==> config.mk <==
export PLATFORM = sky130hd
export DESIGN_NAME = mdbs_decoder
export DESIGN_NICKNAME = d
export VERILOG_FILES = /design/src/rtl/mdbs_pkg.sv /design/src/rtl/mdbs_decoder.sv /design/src/rtl/mdbs_window.sv /design/src/rtl/mdbs_swap.sv
export SDC_FILE = /design/constraint.sdc
export NUM_CORES = 1
export LEC_CHECK = 0
export BUFFER_PORTS_ARGS = -buffer_cell sky130_fd_sc_hd__buf_4
export CAP_MARGIN = 20
export CORE_UTILIZATION = 50
export CTS_CLUSTER_DIAMETER = 80
export DETAILED_ROUTE_END_ITERATION = 8
export HOLD_SLACK_MARGIN = 0.03
export PLACE_DENSITY = 0.74
export SLEW_MARGIN = 20
export SYNTH_ARGS = -nofsm -noshare
export SYNTH_HDL_FRONTEND = slang
export SYNTH_SLANG_ARGS = --single-unit
==> constraint.sdc <==
create_clock -name pclk -period 2.8 [get_ports pclk]
set_clock_uncertainty 0.15 [all_clocks]
set_input_delay 0 -clock pclk [delete_from_list [all_inputs] [get_ports pclk]]
set_output_delay 0 -clock pclk [all_outputs]
set_load 0.01 [all_outputs]
==> src/rtl/mdbs_pkg.sv <==
// Summary of operation
// - Hub cycles hitting no internal target are passed to PCI.
// - With subtractive decode on, unclaimed PCI cycles go to the low-pin-count bus.
// - PCI master cycles in the bridge forwarding range are left for peers.
// - Other PCI master cycles outside interrupt-router and flash ranges go upstream.
// - Hub-only windows are never claimed for PCI masters.
// - Zero to 0xDFFFF and 1 MiB up to the memory ceiling are main memory.
// - Segment 0xE0000-0xFFFFF is flash only while decode-enable bit 7 is set.
// - Window 0xFEC00000-0xFEC00100 goes to the interrupt router.
// - Decode-enable bits 0-6 each open a pair of 512 KiB flash windows.
// - Top flash pair is always decoded; its top two 64 KiB blocks swap.
// - Decode-enable-2 bits 0-3 each open a pair of 1 MiB flash windows.
// - Network controller claims a 4 KiB window set by its enabled base.
// - Storage and USB host claim 1 KiB windows when enabled.
// - Event timers claim one of four 1 KiB windows at 0xFED0X000.
// - USB host and timer windows decode from the hub, never on PCI.
// - Locked accesses to USB, timer or storage windows are not honoured.
// - Swap bit set inverts address bit 16 for flash cycles at 0xFFFE0000 and above.
// - Swap bit lives in the battery well; of the resets, only its own clears it.
// - With swap, top 64 KiB block and the one below trade places.
// - A strap forcing swap stops software clearing the swap bit.
// - Inversion applies to flash memory space, never to feature space.
// - Swap never affects addresses below 0xFFFE0000.
package mdbs_pkg;
  // ==========================================================
  // Register offsets
  localparam logic [7:0] OFS_FLASH_DEC  = 8'h00;
  localparam logic [7:0] OFS_FLASH_DEC2 = 8'h04;
  localparam logic [7:0] OFS_SWAP       = 8'h08;
  localparam logic [7:0] OFS_CTRL       = 8'h0C;
  localparam logic [7:0] OFS_LAN_BAR    = 8'h10;
  localparam logic [7:0] OFS_STOR_BAR   = 8'h14;
  localparam logic [7:0] OFS_USB_BAR    = 8'h18;
  localparam logic [7:0] OFS_TIMER      = 8'h1C;
  localparam logic [7:0] OFS_BRG_BASE   = 8'h20;
  localparam logic [7:0] OFS_BRG_LIMIT  = 8'h24;
  localparam logic [7:0] OFS_STATUS     = 8'h28;
  // ==========================================================
  // Field positions and reset values
  localparam int BIT_EN      = 0;
  localparam int BIT_CFG     = 1;
  localparam int BIT_SUB_EN  = 0;
  localparam int BIT_LOCKDN  = 1;
  localparam int BIT_FORCED  = 1;
  localparam int BIT_TMR_EN  = 7;
  localparam int BIT_LOCKERR = 0;
  localparam int BIT_LEG_EN  = 7;
  localparam int BIT_FEATURE = 22;
  localparam int BIT_SWAP    = 16;
  localparam logic [7:0]  FLASH_DEC_RST  = 8'h00;
  localparam logic [3:0]  FLASH_DEC2_RST = 4'h0;
  localparam logic [31:0] REG_RST        = 32'h0000_0000;
  // ==========================================================
  // Memory map
  localparam logic [31:0] LOW_MEM_HI  = 32'h000D_FFFF;
  localparam logic [31:0] HIGH_MEM_LO = 32'h0010_0000;
  localparam logic [31:0] LEGACY_LO   = 32'h000E_0000;
  localparam logic [31:0] LEGACY_HI   = 32'h000F_FFFF;
  localparam logic [31:0] APIC_LO     = 32'hFEC0_0000;
  localparam logic [31:0] APIC_HI     = 32'hFEC0_0100;
  localparam logic [17:0] TIMER_TOP   = 18'h3FB40;
  localparam logic [7:0]  FLASH_TOP   = 8'hFF;
  localparam logic [2:0]  ALWAYS_IDX  = 3'h7;
  localparam logic [31:0] SWAP_FLOOR  = 32'hFFFE_0000;
  localparam int LAN_LOG2 = 12;
  localparam int BLK_LOG2 = 10;
  localparam int BRG_LOG2 = 20;
  // ==========================================================
  // Targets and routes
  typedef enum logic [2:0] {
    TGT_MEM   = 3'b000,
    TGT_FLASH = 3'b001,
    TGT_APIC  = 3'b010,
    TGT_LAN   = 3'b011,
    TGT_STOR  = 3'b100,
    TGT_USB   = 3'b101,
    TGT_TIMER = 3'b110,
    TGT_PCI   = 3'b111
  } mdbs_target_type;
  typedef enum logic [1:0] {
    RT_UP   = 2'b00,
    RT_APIC = 2'b01,
    RT_LPC  = 2'b10,
    RT_PEER = 2'b11
  } mdbs_route_type;
  // ==========================================================
  // Shared decode
  function automatic logic flash_hit(input logic [31:0] a, input logic [7:0] dec,
                                     input logic [3:0] dec2);
    logic hit;
    hit = 1'b0;
    if (a >= LEGACY_LO && a <= LEGACY_HI) begin
      hit = dec[BIT_LEG_EN];
    end else if (a[31:24] == FLASH_TOP) begin
      if (a[23]) begin
        hit = (a[21:19] == ALWAYS_IDX) || dec[a[21:19]];
      end else begin
        hit = dec2[a[21:20]];
      end
    end
    return hit;
  endfunction
  function automatic logic apic_hit(input logic [31:0] a);
    return (a >= APIC_LO) && (a <= APIC_HI);
  endfunction
endpackage

==> src/rtl/mdbs_decoder.sv <==
`timescale 1ns/10ps
module mdbs_decoder
  import mdbs_pkg::*;
(
  input  wire logic              pclk,
  input  wire logic              presetn,
  input  wire logic              battery_well_reset_n,
  input  wire logic              psel,
  input  wire logic              penable,
  input  wire logic              pwrite,
  input  wire logic [7:0]        paddr,
  input  wire logic [31:0]       pwdata,
  output logic [31:0]            prdata,
  output logic                   pready,
  output logic                   pslverr,
  input  wire logic              swap_strap,
  input  wire logic [31:0]       memory_ceiling,
  input  wire logic              hub_valid,
  input  wire logic [31:0]       hub_addr,
  input  wire logic              hub_lock,
  output logic                   hub_done,
  output mdbs_pkg::mdbs_target_type hub_target,
  output logic [31:0]            hub_fwd_addr,
  input  wire logic              pci_unclaimed,
  output logic                   lpc_claim,
  input  wire logic              pci_valid,
  input  wire logic [31:0]       pci_addr,
  output logic                   pci_done,
  output mdbs_pkg::mdbs_route_type pci_route
);
  import mdbs_pkg::*;

  // ==========================================================
  // Configuration state
  logic [7:0]  flash_dec;
  logic [3:0]  flash_dec2;
  logic        sub_en;
  logic        lockdown;
  logic [31:0] lan_bar;
  logic [31:0] stor_bar;
  logic [31:0] usb_bar;
  logic [1:0]  tmr_sel;
  logic        tmr_en;
  logic [11:0] brg_base;
  logic [11:0] brg_limit;
  logic        lock_err;
  logic        strap_forced;
  logic        strap_taken;
  logic        swap_on;

  // ==========================================================
  // APB slave: one-cycle access phase
  logic        setup;
  logic        wr_fire;
  logic        mapped;
  logic [31:0] rd_word;

  assign setup   = psel && !penable;
  assign wr_fire = psel && penable && pready && pwrite;

  always_comb begin
    mapped  = 1'b1;
    rd_word = REG_RST;
    case (paddr)
      OFS_FLASH_DEC:  rd_word[7:0] = flash_dec;
      OFS_FLASH_DEC2: rd_word[3:0] = flash_dec2;
      OFS_SWAP: begin
        rd_word[BIT_EN]     = swap_on;
        rd_word[BIT_FORCED] = strap_forced;
      end
      OFS_CTRL: begin
        rd_word[BIT_SUB_EN] = sub_en;
        rd_word[BIT_LOCKDN] = lockdown;
      end
      OFS_LAN_BAR:    rd_word = lan_bar;
      OFS_STOR_BAR:   rd_word = stor_bar;
      OFS_USB_BAR:    rd_word = usb_bar;
      OFS_TIMER: begin
        rd_word[1:0]        = tmr_sel;
        rd_word[BIT_TMR_EN] = tmr_en;
      end
      OFS_BRG_BASE:   rd_word[31:20] = brg_base;
      OFS_BRG_LIMIT:  rd_word[31:20] = brg_limit;
      OFS_STATUS: begin
        rd_word[BIT_LOCKERR] = lock_err;
        rd_word[6:4]         = hub_target;
      end
      default:        mapped = 1'b0;
    endcase
  end

  always_ff @(posedge pclk or negedge presetn) begin
    if (!presetn) begin
      pready  <= 1'b0;
      pslverr <= 1'b0;
      prdata  <= REG_RST;
    end else begin
      pready  <= setup;
      pslverr <= setup && !mapped;
      if (setup && !pwrite) begin
        prdata <= rd_word;
      end
    end
  end

  // ==========================================================
  // Register writes
  always_ff @(posedge pclk or negedge presetn) begin
    if (!presetn) begin
      flash_dec  <= FLASH_DEC_RST;
      flash_dec2 <= FLASH_DEC2_RST;
      sub_en     <= 1'b0;
      lockdown   <= 1'b0;
      lan_bar    <= REG_RST;
      stor_bar   <= REG_RST;
      usb_bar    <= REG_RST;
      tmr_sel    <= 2'h0;
      tmr_en     <= 1'b0;
      brg_base   <= 12'hFFF;
      brg_limit  <= 12'h000;
    end else if (wr_fire) begin
      case (paddr)
        OFS_FLASH_DEC:  flash_dec  <= pwdata[7:0];
        OFS_FLASH_DEC2: flash_dec2 <= pwdata[3:0];
        OFS_CTRL: begin
          sub_en   <= pwdata[BIT_SUB_EN];
          // Lock-down only releases with the platform reset
          lockdown <= lockdown | pwdata[BIT_LOCKDN];
        end
        OFS_LAN_BAR:    lan_bar  <= {pwdata[31:LAN_LOG2], LAN_LOG2'(0)} | 32'(pwdata[BIT_EN]);
        OFS_STOR_BAR:   stor_bar <= {pwdata[31:BLK_LOG2], BLK_LOG2'(0)} | 32'(pwdata[1:0]);
        OFS_USB_BAR:    usb_bar  <= {pwdata[31:BLK_LOG2], BLK_LOG2'(0)} | 32'(pwdata[BIT_EN]);
        OFS_TIMER: begin
          tmr_sel <= pwdata[1:0];
          tmr_en  <= pwdata[BIT_TMR_EN];
        end
        OFS_BRG_BASE:   brg_base  <= pwdata[31:20];
        OFS_BRG_LIMIT:  brg_limit <= pwdata[31:20];
        default: ;
      endcase
    end
  end

  // ==========================================================
  // Strap caught once after reset release
  always_ff @(posedge pclk or negedge presetn) begin
    if (!presetn) begin
      strap_taken  <= 1'b0;
      strap_forced <= 1'b0;
    end else if (!strap_taken) begin
      strap_taken  <= 1'b1;
      strap_forced <= swap_strap;
    end
  end

  mdbs_swap u_swap (
    .pclk                 (pclk),
    .battery_well_reset_n (battery_well_reset_n),
    .forced               (strap_forced),
    .wr_en                (wr_fire && paddr == OFS_SWAP && !lockdown),
    .wr_val               (pwdata[BIT_EN]),
    .swap                 (swap_on)
  );

  // ==========================================================
  // Hub-side decode
  logic hub_mem;
  logic hub_flash;
  logic hub_apic;
  logic hub_timer;
  logic hub_lan;
  logic hub_stor;
  logic hub_usb;
  logic hub_any;
  logic hub_swap;
  logic hub_mmio;

  assign hub_mem = (hub_addr <= LOW_MEM_HI) ||
                   (hub_addr >= HIGH_MEM_LO && hub_addr < memory_ceiling);
  assign hub_flash = flash_hit(hub_addr, flash_dec, flash_dec2);
  assign hub_apic  = apic_hit(hub_addr);
  assign hub_timer = tmr_en && hub_addr[31:14] == TIMER_TOP &&
                     hub_addr[13:12] == tmr_sel && hub_addr[11:10] == 2'h0;

  mdbs_window #(.SIZE_LOG2(LAN_LOG2)) u_lan (
    .addr   (hub_addr),
    .base   (lan_bar),
    .enable (lan_bar[BIT_EN]),
    .hit    (hub_lan)
  );

  mdbs_window #(.SIZE_LOG2(BLK_LOG2)) u_stor (
    .addr   (hub_addr),
    .base   (stor_bar),
    .enable (stor_bar[BIT_EN] && stor_bar[BIT_CFG]),
    .hit    (hub_stor)
  );

  mdbs_window #(.SIZE_LOG2(BLK_LOG2)) u_usb (
    .addr   (hub_addr),
    .base   (usb_bar),
    .enable (usb_bar[BIT_EN]),
    .hit    (hub_usb)
  );

  assign hub_any  = hub_mem || hub_flash || hub_apic || hub_timer ||
                    hub_lan || hub_stor || hub_usb;
  assign hub_mmio = hub_usb || hub_timer || hub_stor;
  // Feature space (bit 22 low in the top 16 MiB) never swaps
  assign hub_swap = swap_on && hub_flash && hub_addr >= SWAP_FLOOR &&
                    hub_addr[BIT_FEATURE];

  always_ff @(posedge pclk or negedge presetn) begin
    if (!presetn) begin
      hub_done     <= 1'b0;
      hub_target   <= TGT_PCI;
      hub_fwd_addr <= REG_RST;
    end else begin
      hub_done <= hub_valid;
      if (hub_valid) begin
        hub_fwd_addr <= hub_addr ^ (32'(hub_swap) << BIT_SWAP);
        if (hub_mem) begin
          hub_target <= TGT_MEM;
        end else if (hub_flash) begin
          hub_target <= TGT_FLASH;
        end else if (hub_apic) begin
          hub_target <= TGT_APIC;
        end else if (hub_timer) begin
          hub_target <= TGT_TIMER;
        end else if (hub_usb) begin
          hub_target <= TGT_USB;
        end else if (hub_stor) begin
          hub_target <= TGT_STOR;
        end else if (hub_lan) begin
          hub_target <= TGT_LAN;
        end else begin
          hub_target <= TGT_PCI;
        end
      end
    end
  end

  // Lock is dropped on these windows; flag it, set beats clear
  always_ff @(posedge pclk or negedge presetn) begin
    if (!presetn) begin
      lock_err <= 1'b0;
    end else if (hub_valid && hub_lock && hub_mmio) begin
      lock_err <= 1'b1;
    end else if (wr_fire && paddr == OFS_STATUS && pwdata[BIT_LOCKERR]) begin
      lock_err <= 1'b0;
    end
  end

  // ==========================================================
  // Subtractive forward to the low-pin-count bus
  always_ff @(posedge pclk or negedge presetn) begin
    if (!presetn) begin
      lpc_claim <= 1'b0;
    end else begin
      lpc_claim <= pci_unclaimed && sub_en;
    end
  end

  // ==========================================================
  // PCI master decode
  logic pci_bridge;
  logic pci_apic;
  logic pci_flash;

  assign pci_bridge = pci_addr[31:BRG_LOG2] >= brg_base &&
                      pci_addr[31:BRG_LOG2] <= brg_limit;
  assign pci_apic   = apic_hit(pci_addr);
  assign pci_flash  = flash_hit(pci_addr, flash_dec, flash_dec2);

  always_ff @(posedge pclk or negedge presetn) begin
    if (!presetn) begin
      pci_done  <= 1'b0;
      pci_route <= RT_PEER;
    end else begin
      pci_done <= pci_valid;
      if (pci_valid) begin
        if (pci_bridge) begin
          pci_route <= RT_PEER;
        end else if (pci_apic) begin
          pci_route <= RT_APIC;
        end else if (pci_flash) begin
          pci_route <= RT_LPC;
        end else begin
          // Hub-only windows are not looked at here at all
          pci_route <= RT_UP;
        end
      end
    end
  end
endmodule

==> src/rtl/mdbs_window.sv <==
`timescale 1ns/10ps
module mdbs_window #(
  parameter int SIZE_LOG2 = 12
) (
  input  wire logic [31:0] addr,
  input  wire logic [31:0] base,
  input  wire logic        enable,
  output logic             hit
);
  if (SIZE_LOG2 < 1 || SIZE_LOG2 > 31) begin
    $error("window size out of range");
  end
  assign hit = enable && (addr[31:SIZE_LOG2] == base[31:SIZE_LOG2]);
endmodule

==> src/rtl/mdbs_swap.sv <==
`timescale 1ns/10ps
module mdbs_swap (
  input  wire logic pclk,
  input  wire logic battery_well_reset_n,
  input  wire logic forced,
  input  wire logic wr_en,
  input  wire logic wr_val,
  output logic      swap
);
  // Of the resets only the battery-well one clears it, so a crash mid-update boots the copy
  always_ff @(posedge pclk or negedge battery_well_reset_n) begin
    if (!battery_well_reset_n) begin
      swap <= 1'b0;
    end else if (forced) begin
      swap <= 1'b1;
    end else if (wr_en) begin
      swap <= wr_val;
    end
  end
endmodule

==> metrics.yaml <==
worst-r2r-cell-count: 7
num-nets-final: 1405
yosys.area_share.adder: 0.0671
dieArea_um2: 21100
multi_input_comb_area_um2: 5070
vdd_drop_max_mv: 0.432
avgRoutedWirePerCell_um: 20.4
layout_min_cycle_time_ps: 2640
asyncSetResetFlopFracSynth: 1.00
clkTransAtPathRegs_ps: 70
grt_first_pass_wirelength_um: 48900
dp_hpwl_um: 21700
yosysTopAreaCellShare: 0.410
yosys_register_bits: 185
synth_top_family_by_area: "multiplexers"
synthFlopType: "dfrtp_1"
finalCoreUtilization: 0.674
min_path_cells: 5
drive_above_1_share: 0.363
core_area_um2: 20200
run_status: "complete, but fails checks"
powerDensity_nw_per_um2: 471
crit_type: "primary input to flop"
synth_cell_type_count: 71
mappedNetlistArea_um2: 10300
ff_latch_area_um2: 4650
complex_gate_fraction_of_the_synthesized_area: 0.105
clockRootBuffer: "clkbuf_16"
timing.reg2reg.setup_slack_ps: 190
drt_drc_violations_left: 4
vias_per_cell: 5.76
p_sw_frac: 0.258
synthesized_area_fraction_occupied_by_and_or_nand_nor_cells: 0.0988
via_count: 8559
synth.largest_area_cell: "dfrtp_1"
hold_viol_final: 0
p_leak_nw: 6.41
timing.hold.worst.class: "primary input to flop"
routability_cong: 0.878
final.setup.worst_slack_ps: 157
pwr-share-clk: 0.388
max_clock_freq_mhz: 378
die_extent_in_y_um: 145
arrival_ps: 2810
critical_path_peak_fanout: 22
preCtsSetupSlack_ps: 469
final-max-slew-violation-count: 0
timing_worst_slew_pin_value_ps: 843
die_width_um: 145
setup_violations: 0
h_tree_level_count: 4
drt-initial-drc-count: 648
drtAntennaViolNets: 0
track_usage: 0.300
synth_seq_area_share: 0.454
rsz0062_at_grt: "no"
critical_path.startpoint_type: "primary input"
seq_power_share: 0.449
initial_utilization: 0.508
timing.max_slew.rel_slack: 0.438
cap_viol_max_count: 0
synthCells: 907
cell_int_power_mw: 4.75
route.final.wire_length_um: 30200
cts.path.max_buffers: 2
critPathRequiredTime_ps: 2970
p_comb_frac: 0.162
port_buffers: 216
clkSinkCount: 185
post-cts-setup-buffer-count: 0
via_count_of_the_first_global_routing_pass: 8830
period_share: 0.944
ys_top_cells_by_area: "dfrtp_1, mux2_2, ha_1"
synthMuxAreaShare: 0.165
synth_edf_count: 0
nFillCells: 1580
synthToLayoutAreaGrowth_pct: 32.5
grt_max_degree: 108
synth_xor_area_frac: 0.0572
synth.yosys.warnings: 0
tritoncts: "built"
cts_inserted_buffers: 17
first_pass_iters: 8
failing_checks: "design-rule violations"
globalRoute.totalOverflow: 0
number_of_antenna_violations_at_the_first_check_in_global_routing: 0
num_io_pins: 221
critPathCaptureType: "flop"
worst_hold_slack_ps: 60.8
power.switching_mw: 1.65
worstSkewPairLatency_ps: 440
rows: 52
fin_setup_tns_ps: 0
postSynthAreaPerCell_um2: 11.3
## cell usage in the layout (no fill, tap or decap), types with 3 or more instances in the layout
cell	instances
xor2_1	27
nor2b_1	4
dfrtp_1	168
a221oi_1	13
inv_1	67
o211ai_1	3
mux2_2	140
o21ai_0	10
nand2_1	45
a22oi_1	23
conb_1	3
nor2_2	3
a222oi_1	13
a211oi_1	3
nand4_1	24
or4_1	8
inv_6	5
a21o_1	8
nor3_1	6
a31oi_1	15
ha_1	55
nand2b_1	3
clkbuf_16	17
bufinv_16	3
a21oi_1	20
buf_4	231
and4_1	3
nor2_1	51
dfstp_2	17
dlygate4sd3_1	90
nor4_1	19
mux4_2	3
xnor2_1	40
nand3_1	16
a22o_1	10
## stage by stage
step	cell area, um^2	total power, mW	cells
global route	13600	6.64	1484
CTS	13600	6.42	1484
global placement	12100	3.84	1363
detailed placement	12100	3.86	1363
finish	13600	6.40	1485
floorplan	10300	3.32	908
## final cells by class
type,instances,share of cell area
antenna,1,0.000184
multi-input combinational,608,0.373
sequential,185,0.342
tap,270,0.0249
clock inverter,12,0.0121
clock buffer,18,0.0316
timing repair buffer,324,0.198
inverter,67,0.0185
## repair_timing
action                                  in CTS  in global routing
hold buffers                                91                  0
endpoints found under the setup margin       0                  5
gates resized for setup                      0                  1
endpoints found under the hold margin      336                  0
## power groups by stage
stage               Sequential, mW  Clock (mW)  Combinational [mW]
floorplan                     2.96           0               0.360
global placement              2.92           0               0.917
detailed placement            2.92           0               0.932
CTS                           2.88        2.51                1.04
global route                  2.89        2.62                1.13
finish                        2.88        2.49                1.04
## cells by family (layout without fill, tap and decap cells)
kind of cell	count (synthesis)	in the layout
other cells	2	4
buf+inv	115	421
simple gates	195	195
xor+xnor	67	67
fa+ha+maj	55	55
compound gates	142	142
mux	146	146
flops	185	185
## registers in the layout (all words and copies together), names as in the netlist, 2 cells and up
register,cells
tmr_sel,2
lan_bar,21
prdata,30
flash_dec,8
usb_bar,23
brg_limit,12
hub_fwd_addr,32
stor_bar,24
flash_dec2,4
pci_route,2
brg_base,12
hub_target,3
## routing by layer
layer	vias to the layer above	global-route usage	part of all wire
met5	-	0	0
met4	0	0.127	0.031
met3	62	0.0563	0.057
met2	312	0.501	0.50
met1	4286	0.383	0.41
li1	3899	-	-
## synthesized netlist by cell type, types with 2 or more instances
library cell  instances
or4_1                 8
nand2b_1              3
nor2_1               51
buf_6                 3
a211oi_1              3
nor2_2                3
o211ai_1              3
inv_1                67
a31oi_1              15
nor4_1               19
and4_1                3
buf_1                 2
mux2i_1               2
nand3b_1              2
buf_2                14
a31o_2                2
or4b_4                2
nand2_1              45
xor2_1               27
mux2_2              140
buf_4                 2
a222oi_1             13
nor3_1                6
clkbuf_1             21
o21ai_0              10
o21ai_1               2
buf_8                 2
dfrtp_1             168
xnor2_1              40
mux4_2                3
a221oi_1             13
dfstp_2              17
a22o_1               10
nand4_1              24
a22oi_1              23
ha_1                 55
a21oi_1              20
nand3_1              16
clkbuf_8              4
a21o_1                8
conb_1                2
nor2b_1               5
## final timing paths
path | startpoint | endpoint
worst max register to register | stor_bar[14] | lock_err
worst min-delay path | paddr[7] | sub_en
worst max-delay path | paddr[5] | stor_bar[12]
max in group asynchronous | presetn | hub_fwd_addr[27]
worst min register to register | pci_route[0] | pci_route[0]
min in group asynchronous | battery_well_reset_n | u_swap.swap
## critical path, stage by stage
cell and delay (ps):
dlygate4sd3_1 540, buf_4 150, or4b_4 560, dlygate4sd3_1 620, nor2_4 180, nand2_1 130
buf_4 290, mux2_2 310
No activity file was read; power rests on OpenSTA's default activity.
